## config.mk

```make
export PLATFORM = sky130hd
export DESIGN_NAME = epms_top
export DESIGN_NICKNAME = d
export VERILOG_FILES = /design/src/core/epms_pkg.sv /design/src/core/epms_sleep_gate.sv /design/src/core/epms_top.sv
export SDC_FILE = /design/constraint.sdc
export NUM_CORES = 1
export LEC_CHECK = 0
export ABC_AREA = 1
export BUFFER_PORTS_ARGS = -buffer_cell sky130_fd_sc_hd__buf_4
export CORE_UTILIZATION = 42
export DETAILED_ROUTE_END_ITERATION = 10
export PLACE_DENSITY = 0.7
export RECOVER_POWER = 100
export SYNTH_ARGS = -nofsm -noshare
export SYNTH_HDL_FRONTEND = slang
export SYNTH_SLANG_ARGS = --single-unit
```

## constraint.sdc

```tcl
create_clock -name clk -period 1.32 [get_ports clk]
set_clock_uncertainty 0.1 [all_clocks]
set_input_delay 0.132 -clock clk [delete_from_list [all_inputs] [get_ports clk]]
set_output_delay 0.132 -clock clk [all_outputs]
set_load 0.01 [all_outputs]
```

## src/core/epms_pkg.sv

```systemverilog
// Package for the external program memory strobe block.
// Assumes a single core clock with synchronous active-high reset.
package epms_pkg;

    // Widths
    localparam int ADDR_W  = 16;
    localparam int DATA_W  = 8;

    // Reset values of the strobes (all negated, high)
    localparam logic RST_STROBE_N = 1'b1;
    localparam logic RST_SELECT_N = 1'b1;

    // Strobe width in core cycles for one access
    localparam int STROBE_CYC = 2;
    localparam int CNT_W      = 4;

    // Access sequencer states
    typedef enum logic [1:0] {
        EPMS_IDLE  = 2'b00,
        EPMS_READ  = 2'b01,
        EPMS_WRITE = 2'b10,
        EPMS_DONE  = 2'b11
    } epms_state_t;

endpackage : epms_pkg

```

## src/core/epms_sleep_gate.sv

```systemverilog
// Decides when the code memory may be released during sleep.
// Assumes the three power inputs are synchronous to clk.
`timescale 1ns/1ps
module epms_sleep_gate
    import epms_pkg::*;
(
    input  wire logic clk,                // Core clock
    input  wire logic rst,                // Synchronous reset, active high
    input  wire logic power_ctrl_bit0,    // Core idle flag
    input  wire logic wake_interrupt_two, // Wake interrupt, active high
    input  wire logic sleep_select,       // Sleep select bit
    output logic      release_ok          // Registered: chip enable may drop
);
    logic next_release_ok;

    // All three must hold; any one failing re-selects the memory
    always_comb begin
        next_release_ok = power_ctrl_bit0 && !wake_interrupt_two && sleep_select;
        if (rst) begin
            next_release_ok = 1'b0;
        end
    end

    always_ff @(posedge clk) begin
        release_ok <= next_release_ok;
    end
endmodule : epms_sleep_gate

```

## src/core/epms_top.sv

```systemverilog
// Strobe sequencer for the external code memory interface.
// Assumes the core issues one-cycle access requests with address and data,
// and that the external memory is fully static (no wait handshake).
`timescale 1ns/1ps
// Notes on behaviour
// - Write strobe goes low to write code memory, high otherwise.
// - Read strobe goes low to read code memory, high otherwise.
// - Chip select is active low; low selects the code memory.
// - Select released only when idle set, wake negated, sleep select set.
// - During reset the chip select is held high.
// - Address presented on the address outputs for the whole access.
module epms_top
    import epms_pkg::*;
#(
    parameter int STROBE_CYCLES = STROBE_CYC
)(
    input  wire logic              clk,                     // Core clock, 20 MHz
    input  wire logic              rst,                     // Synchronous reset, active high
    input  wire logic              power_ctrl_bit0,         // Core idle flag
    input  wire logic              wake_interrupt_two,      // Wake interrupt
    input  wire logic              sleep_select,            // Sleep select bit
    input  wire logic              req_valid,               // One-cycle access request
    input  wire logic              req_write,               // 1 write, 0 read
    input  wire logic [ADDR_W-1:0] req_addr,                // Access address
    input  wire logic [DATA_W-1:0] req_wdata,               // Write data
    input  wire logic [DATA_W-1:0] code_mem_data_in,        // Data bus from memory
    output logic                   req_busy,                // Access in progress
    output logic                   rsp_valid,               // One-cycle completion pulse
    output logic [DATA_W-1:0]      rsp_rdata,               // Read data
    output logic [ADDR_W-1:0]      code_mem_addr,           // Address outputs
    output logic [DATA_W-1:0]      code_mem_data_out,       // Data bus to memory
    output logic                   code_mem_data_oe,        // Data bus drive enable
    output logic                   code_mem_write_strobe_n, // Write strobe
    output logic                   code_mem_read_strobe_n,  // Read strobe
    output logic                   code_mem_select_n        // Chip select
);
    // Refuse strobe widths that the down-counter cannot hold
    if (STROBE_CYCLES < 1 || STROBE_CYCLES >= (1 << CNT_W)) begin : g_bad_strobe_width
        $error("STROBE_CYCLES out of range");
    end

    logic              release_ok;   // Registered sleep release from the gate
    logic              take;         // Request accepted at this edge
    epms_state_t       state;        // Access sequencer state
    epms_state_t       next_state;
    logic [CNT_W-1:0]  cnt;          // Strobe cycles still to run after this one
    logic [CNT_W-1:0]  next_cnt;
    logic              next_busy;
    logic              next_rsp;
    logic              next_wr_n;
    logic              next_rd_n;
    logic [ADDR_W-1:0] next_addr;
    logic [DATA_W-1:0] next_wdata;
    logic [DATA_W-1:0] next_rdata;
    logic              next_oe;
    logic              next_sel_n;

    // A request counts only from idle and only while the memory stays selected
    function automatic logic take_req(input logic        valid,
                                      input logic        released,
                                      input epms_state_t cur);
        return valid && !released && (cur == EPMS_IDLE);
    endfunction : take_req

    // Last strobe cycle is reached when the down-counter sits at zero
    function automatic logic last_beat(input logic [CNT_W-1:0] count);
        return (count == '0);
    endfunction : last_beat

    // Requests while released are dropped, not queued: the core must retry
    assign take = take_req(req_valid, release_ok, state);

    epms_sleep_gate u_gate (
        .clk                (clk),
        .rst                (rst),
        .power_ctrl_bit0    (power_ctrl_bit0),
        .wake_interrupt_two (wake_interrupt_two),
        .sleep_select       (sleep_select),
        .release_ok         (release_ok)
    );

    // Sequencer: one access at a time, strobe phase of STROBE_CYCLES cycles
    always_comb begin
        next_state = state;
        next_cnt   = cnt;
        next_rsp   = 1'b0;
        case (state)
            EPMS_IDLE: begin
                if (take) begin
                    next_cnt = CNT_W'(STROBE_CYCLES - 1);
                    if (req_write) begin
                        next_state = EPMS_WRITE;
                    end else begin
                        next_state = EPMS_READ;
                    end
                end
            end
            EPMS_READ, EPMS_WRITE: begin
                if (last_beat(cnt)) begin
                    next_state = EPMS_DONE;
                    next_rsp   = 1'b1;
                end else begin
                    next_cnt = cnt - 1'b1;
                end
            end
            EPMS_DONE: begin
                // Turnaround cycle keeps write data driven past the strobe edge
                next_state = EPMS_IDLE;
            end
            default: begin
                next_state = EPMS_IDLE;
            end
        endcase
        next_busy = (next_state != EPMS_IDLE);
        if (rst) begin
            next_state = EPMS_IDLE;
            next_cnt   = '0;
            next_rsp   = 1'b0;
            next_busy  = 1'b0;
        end
    end

    always_ff @(posedge clk) begin
        state     <= next_state;
        cnt       <= next_cnt;
        rsp_valid <= next_rsp;
        req_busy  <= next_busy;
    end

    // Strobes: low from the taking edge for STROBE_CYCLES cycles, never both
    always_comb begin
        next_wr_n = RST_STROBE_N;
        next_rd_n = RST_STROBE_N;
        case (state)
            EPMS_IDLE: begin
                if (take) begin
                    if (req_write) begin
                        next_wr_n = 1'b0;
                    end else begin
                        next_rd_n = 1'b0;
                    end
                end
            end
            EPMS_READ: begin
                next_rd_n = last_beat(cnt);
            end
            EPMS_WRITE: begin
                next_wr_n = last_beat(cnt);
            end
            default: begin
                next_wr_n = RST_STROBE_N;
                next_rd_n = RST_STROBE_N;
            end
        endcase
        if (rst) begin
            next_wr_n = RST_STROBE_N;
            next_rd_n = RST_STROBE_N;
        end
    end

    always_ff @(posedge clk) begin
        code_mem_write_strobe_n <= next_wr_n;
        code_mem_read_strobe_n  <= next_rd_n;
    end

    // Address and data: captured at the taking edge, held until the next access
    always_comb begin
        next_addr  = code_mem_addr;
        next_wdata = code_mem_data_out;
        next_rdata = rsp_rdata;
        next_oe    = code_mem_data_oe;
        case (state)
            EPMS_IDLE: begin
                next_oe = 1'b0;
                if (take) begin
                    next_addr  = req_addr;
                    next_wdata = req_wdata;
                    next_oe    = req_write;
                end
            end
            EPMS_READ: begin
                // Sampled while the read strobe is still low, so no hold is needed
                if (last_beat(cnt)) begin
                    next_rdata = code_mem_data_in;
                end
            end
            EPMS_WRITE: begin
                next_oe = 1'b1;                               // Bus driven through the strobe
            end
            EPMS_DONE: begin
                next_oe = 1'b0;
            end
            default: begin
                next_oe = 1'b0;
            end
        endcase
        if (rst) begin
            next_addr  = '0;
            next_wdata = '0;
            next_rdata = '0;
            next_oe    = 1'b0;
        end
    end

    always_ff @(posedge clk) begin
        code_mem_addr     <= next_addr;
        code_mem_data_out <= next_wdata;
        rsp_rdata         <= next_rdata;
        code_mem_data_oe  <= next_oe;
    end

    // Select: low through any access; released only from idle with no new request.
    // Release lags the power inputs by two cycles; a running access always finishes first.
    always_comb begin
        next_sel_n = release_ok && (state == EPMS_IDLE) && !take;
        if (rst) begin
            next_sel_n = RST_SELECT_N;
        end
    end

    always_ff @(posedge clk) begin
        code_mem_select_n <= next_sel_n;
    end
endmodule : epms_top

```

Yosys cells after proc, flatten, opt, wreduce, memory -nomap -nowiden
Cells that the tools add are included.

word-level totals
  register bits = 45
  bits of input ports = 39
  output and inout port bits = 38
  word-level logic and storage cells = 54

cells by class
  add/subtract/negate cells = 1
  equal/unequal tests = 5
  multiplexer cells = 16
  bitwise gates (word level) = 1
  reductions and logical operators = 19

operator list
  kind                                                                 number
  4-bit two-way mux                                                    2
  4-bit case mux with 2 select lines                                   1
  1-bit logical AND                                                    6
  1-bit two-way mux                                                    6
  2-bit two-way mux                                                    3
  2-bit case mux with 3 select lines                                   1
  2-bit == test (second input constant)                                2
  4-bit zero test                                                      1
  2-bit inequality test (second input constant)                        2
  1-bit case mux with 2 select lines                                   2
  2-bit AND reduction                                                  2
  2-bit nonzero test                                                   2
  2-bit OR reduction                                                   2
  4-bit by 1-bit subtractor with 4-bit output (second input constant)  1
  1-bit zero test                                                      3
  1-bit case mux with 3 select lines                                   1
  3-bit AND reduction                                                  1
  3-bit nonzero test                                                   1
  2-bit by 1-bit == test with 1-bit output (second input constant)     1
  2-bit zero test                                                      1
  1-bit NOT                                                            1

Logic depth before layout (Yosys ltp)
  depth in word-level cells = 6
  mapped depth = 9
  mapped depth without buffers = 9

By module
A second synthesis with hierarchy kept.

second synthesis, totals
  cell total of the unflattened synthesis = 240
  area total of the unflattened synthesis = 1841.8 um^2

modules (own cells, without submodules)
  module           times used  cells an instance  area each (um^2)  sequential area each (um^2)
  epms_top         1           234                1800.5            880.8
  epms_sleep_gate  1           6                  41.3              20.0

Worst setup path before layout
OpenSTA, ideal clock, no wires.

  path kind = reg-to-reg
  start = register state[0]
  end = register cnt[1]
  setup time = 0.116 ns
  data arrival time = 1.238 ns
  data required time = 1.104 ns
  setup slack = -0.134 ns
  stages on the path, launching flop included = 9
  path through = dfxtp_1 inv_1 ha_1 inv_1 nand2_1 nand2_2 nand2_2 o21ai_0 nor2_1

on the way
  word-level cells in the longest chain between the ends = 4
  elaborated cells between the ends (all ways) = 10
  classes of those cells = eq/ne (4); mux (1); reduce/logical (5)

RTL lines
  item                                                                          line                            text
  from (decl)                                                                   epms_top.sv:44                  epms_state_t state;
  from (signal assigned)                                                        epms_top.sv:124                 state <= next_state;
  2-bit by 1-bit == test with 1-bit output, or another cell as far along        epms_top.sv:87                  case (state)
  2-bit OR reduction or 1-bit logical AND (tied branches)                       epms_top.sv:87, epms_top.sv:62
  2-bit inequality test (no source line) or 2-bit nonzero test (tied branches)  n/a
  3-bit AND reduction (no source line)                                          n/a
  to (signal assigned)                                                          epms_top.sv:125                 cnt <= next_cnt;
  to (decl)                                                                     epms_top.sv:46                  logic [CNT_W-1:0] cnt;

Several ways; a longest one is shown, not always the timed one.
A chain may end at the register's enable or synchronous reset.

Worst setup path in the final report
  start = register state[1]
  end = register code_mem_addr[7]

on the way
  word-level cells in the longest chain between the ends = 3

RTL lines
  item                                    line                             text
  2-bit zero test *                       epms_top.sv:62, epms_top.sv:172
  1-bit logical AND                       epms_top.sv:62                   return valid && !released && (cur == EPMS_IDLE);
  2-bit AND reduction (no source line) *  n/a
  to (signal assigned)                    epms_top.sv:206                  code_mem_addr <= next_addr;
  to (decl)                               epms_top.sv:30                   output logic [ADDR_W-1:0] code_mem_addr,

Mark *: on every way between the ends. The rest lies on a longest branch, timed or not.

==> results_dict.tcl <==
set metrics [dict create \
    synth-compound-area-share_pct 20.5 \
    cpLargestDelayFamily "flip-flops" \
    rsz0062_at_grt "yes" \
    crit_path_start_kind "flip-flop" \
    synth_xor_area_share_pct 0 \
    yosys.area.top_type "dfxtp_1" \
    synth_edf_count 0 \
    synth_nets 281 \
    cts_htree_levels 2 \
    syn-cell-area_sq_um 1840 \
    post_synth_fa_ha_maj_area_fraction_pct 4.09 \
    ys_seq_elements 45 \
    grt_pass1_wl_microns 6510 \
    yosys.area_share.simple_pct 12.3 \
    synthMuxAreaShare_pct 0 \
    gr-total-overflow 0 \
    clkSinkCount 45 \
    cp_cell_sequence "inv_4 > ha_4 > nand3_4 > clkbuf_16 > o21ai_2 > a21oi_1" \
    io_buffers 76 \
    root_buffer "clkbuf_8" \
    grt_max_degree 34 \
    final_util_pct 73.3 \
    core_sq_um 4090 \
    tritoncts "built" \
    worst_pin_slew_ns 0.256 \
    path_buf_inv 2 \
    syn_inst 236 \
    routedWlPerCell_microns 13.8 \
    syn_to_final_growth_pct 63.0 \
    crit_type "flip-flop to flip-flop" \
    nets 391 \
    setup_viol 27 \
    die_h_microns 68.1 \
    critPathArrivalTime_ns 1.49 \
    n_antenna_cell 0 \
    fillCellCount 338 \
    wl_microns 5480 \
    crit_path_end_kind "flip-flop" \
    cellLeakagePower_nw 1.31 \
    clk_latency_ns 0.30 \
    initial_utilization_pct 44.9 \
    antenna_found_initial 0 \
    drv_slew 0 \
    period_share_pct 106 \
    ys.flop_type "dfxtp_1" \
    final_layout_size_suffix_gt1_share_pct 33.1 \
    synth_area_per_cell_sq_um 7.78 \
    yosys_warnings 0 \
    drt-pass1-iter-count 4 \
    num_rows 23 \
    ys_seq_area_share_pct 49.0 \
    fin_hold_ws_ns -0.0104 \
    cp_slowest_cell "dfxtp_2" \
    hpwl_microns 2980 \
    routed-via-count 1931 \
    track_usage_pct 18.8 \
    synth_top_area_share_pct 49.0 \
    synth_top_family_by_area "compound AO/OA/AOI/OAI gates" \
    drcViolationCount 0 \
    worstPathRequired_ns 1.41 \
    max-cap-violations 0 \
    critPathMaxFanout 6 \
    first_global_vias 1493 \
    viasPerCell 4.86 \
    fp.dieArea_sq_um 4640 \
    setup_ws_ns -0.0814 \
    die_w_microns 68.1 \
    io_pins 77 \
    drtAntennaViolNets 0 \
    synthArstFlopShare_pct 0 \
    cts_inserted_buffers 5 \
    slew_headroom_pct 82.9 \
    violations "negative hold slack, negative setup slack" \
    irDropWorstVdd_v 0.000838 \
    drt_iter0_drc 79 \
    yosysUniqueCellTypes 20 \
    gp_congestion 0.820 \
    fmax_mhz 714 \
    hold_viol 5 \
    synthTopCellsByArea "dfxtp_1 49%, inv_1 10%, o21ai_0 9.8%, a21oi_1 9.5%, nand2_1 5.1%" \
    p_per_area_nw_per_um2 1330 \
    clk_path_buf_depth 2 \
    status "finished, violations left" \
    clkTransAtPathRegs_ns 0.09 \
    cpPeakStageDelay_ns 0.34 \
    period_needed_ns 1.40 \
    hold_class "input pin to flip-flop" \
]
through the flow:
stage          TNS (ns)  setup WS, ns  instance area, sq um  cells  power (mW)
2_1_floorplan         0        0.0121                  1860    236        2.20
3_3_place_gp    -0.0492       -0.0106                  2550    366        2.65
3_5_place_dp     -0.450       -0.0707                  2550    366        2.67
4_1_cts         -0.0455       -0.0261                  2790    383        3.78
5_1_grt           -3.11        -0.133                  2990    397        4.20
6_report         -0.901       -0.0814                  2990    397        3.97
cell families after synthesis:
family | after synthesis
adder cells (fa/ha/maj) | 6
AND/OR/NAND/NOR | 50
buffers and inverters | 61
flip-flops | 45
AO/OA/AOI/OAI | 74
area by class of cell:
cell class | count | area [sq um] | share of cell area (%)
Clock buffer | 6 | 72.6 | 2.42
Clock inverter | 2 | 38.8 | 1.30
Inverter | 51 | 194 | 6.48
Multi-Input combinational cell | 131 | 908 | 30.3
Sequential cell | 45 | 905 | 30.2
Tap cell | 50 | 62.6 | 2.09
Timing Repair Buffer | 112 | 813 | 27.2
path summary, 6_finish.rpt:
path | start | end | slack (ns) | depth (start not counted)
worst max-delay path | state[1] | code_mem_addr[7] | -0.08 | 6
worst min register to register | code_mem_data_out[6] | code_mem_data_out[6] | 0.35 | 2
worst max register to register | state[1] | code_mem_addr[7] | -0.08 | 6
worst min-delay path | req_addr[14] | code_mem_addr[14] | -0.01 | 3
worst min-delay path: stages:
cell and delay [ns]:
buf_4 0.08, o21ai_2 0.05, a21oi_1 0.10
flip-flops by register name (all words and copies together) (netlist names):
signal and count:
code_mem_addr 16, rsp_valid 1, u_gate.release_ok 1, code_mem_read_strobe_n 1
code_mem_data_out 8, code_mem_write_strobe_n 1, code_mem_select_n 1, cnt 4
rsp_rdata 8, code_mem_data_oe 1, req_busy 1, state 2
cells in the final DEF, fill, tap and decap left out, types with 2 or more instances in the layout:
cell / count
dfxtp_1: 42
nand4_1: 2
ha_1: 3
a21oi_1: 31
nand3_1: 8
nand2_4: 3
dlygate4sd3_1: 14
dfxtp_2: 3
ha_4: 2
o21ai_1: 3
nand3_4: 4
nor2_1: 7
o21ai_0: 8
inv_1: 49
o21ai_2: 24
clkbuf_1: 40
o21ai_4: 2
nand2_1: 23
buf_4: 53
clkbuf_16: 2
buf_12: 2
a21oi_2: 5
clkbuf_8: 5
what timing repair did:
action	in CTS	in global routing
cloned	1	4
setup buffers	0	4
endpoints found under the hold margin	8	6
pin swaps	0	4
resized for setup	23	54
endpoints found under the setup margin	34	39
hold buffers	8	6
metal layers:
metal	share of wire (%)	up-vias	track usage (%)	routed length, microns
met5	0	-	0	0
met3	5.7	14	5.33	311
met4	2.4	0	7.03	133
li1	-	975	-	-
met1	39	879	23.1	2120
met2	53	63	30.9	2910
cells in the mapped netlist (2+ instances only):
cell      instances
nand4_1           2
buf_2             2
nor2_1            7
nand3_1          10
o21ai_0          36
dfxtp_1          45
nand2_2           2
buf_6             3
clkbuf_1          4
a21oi_1          35
nand2_1          25
nand3_2           2
ha_1              6
inv_1            51
power by group:
group / switching [mW] / internal, mW
sequential: 0.0913 / 1.53
combinational: 0.716 / 0.590
clock: 0.477 / 0.569
total: 1.28 / 2.68
Power figures use the tool's default switching activity.
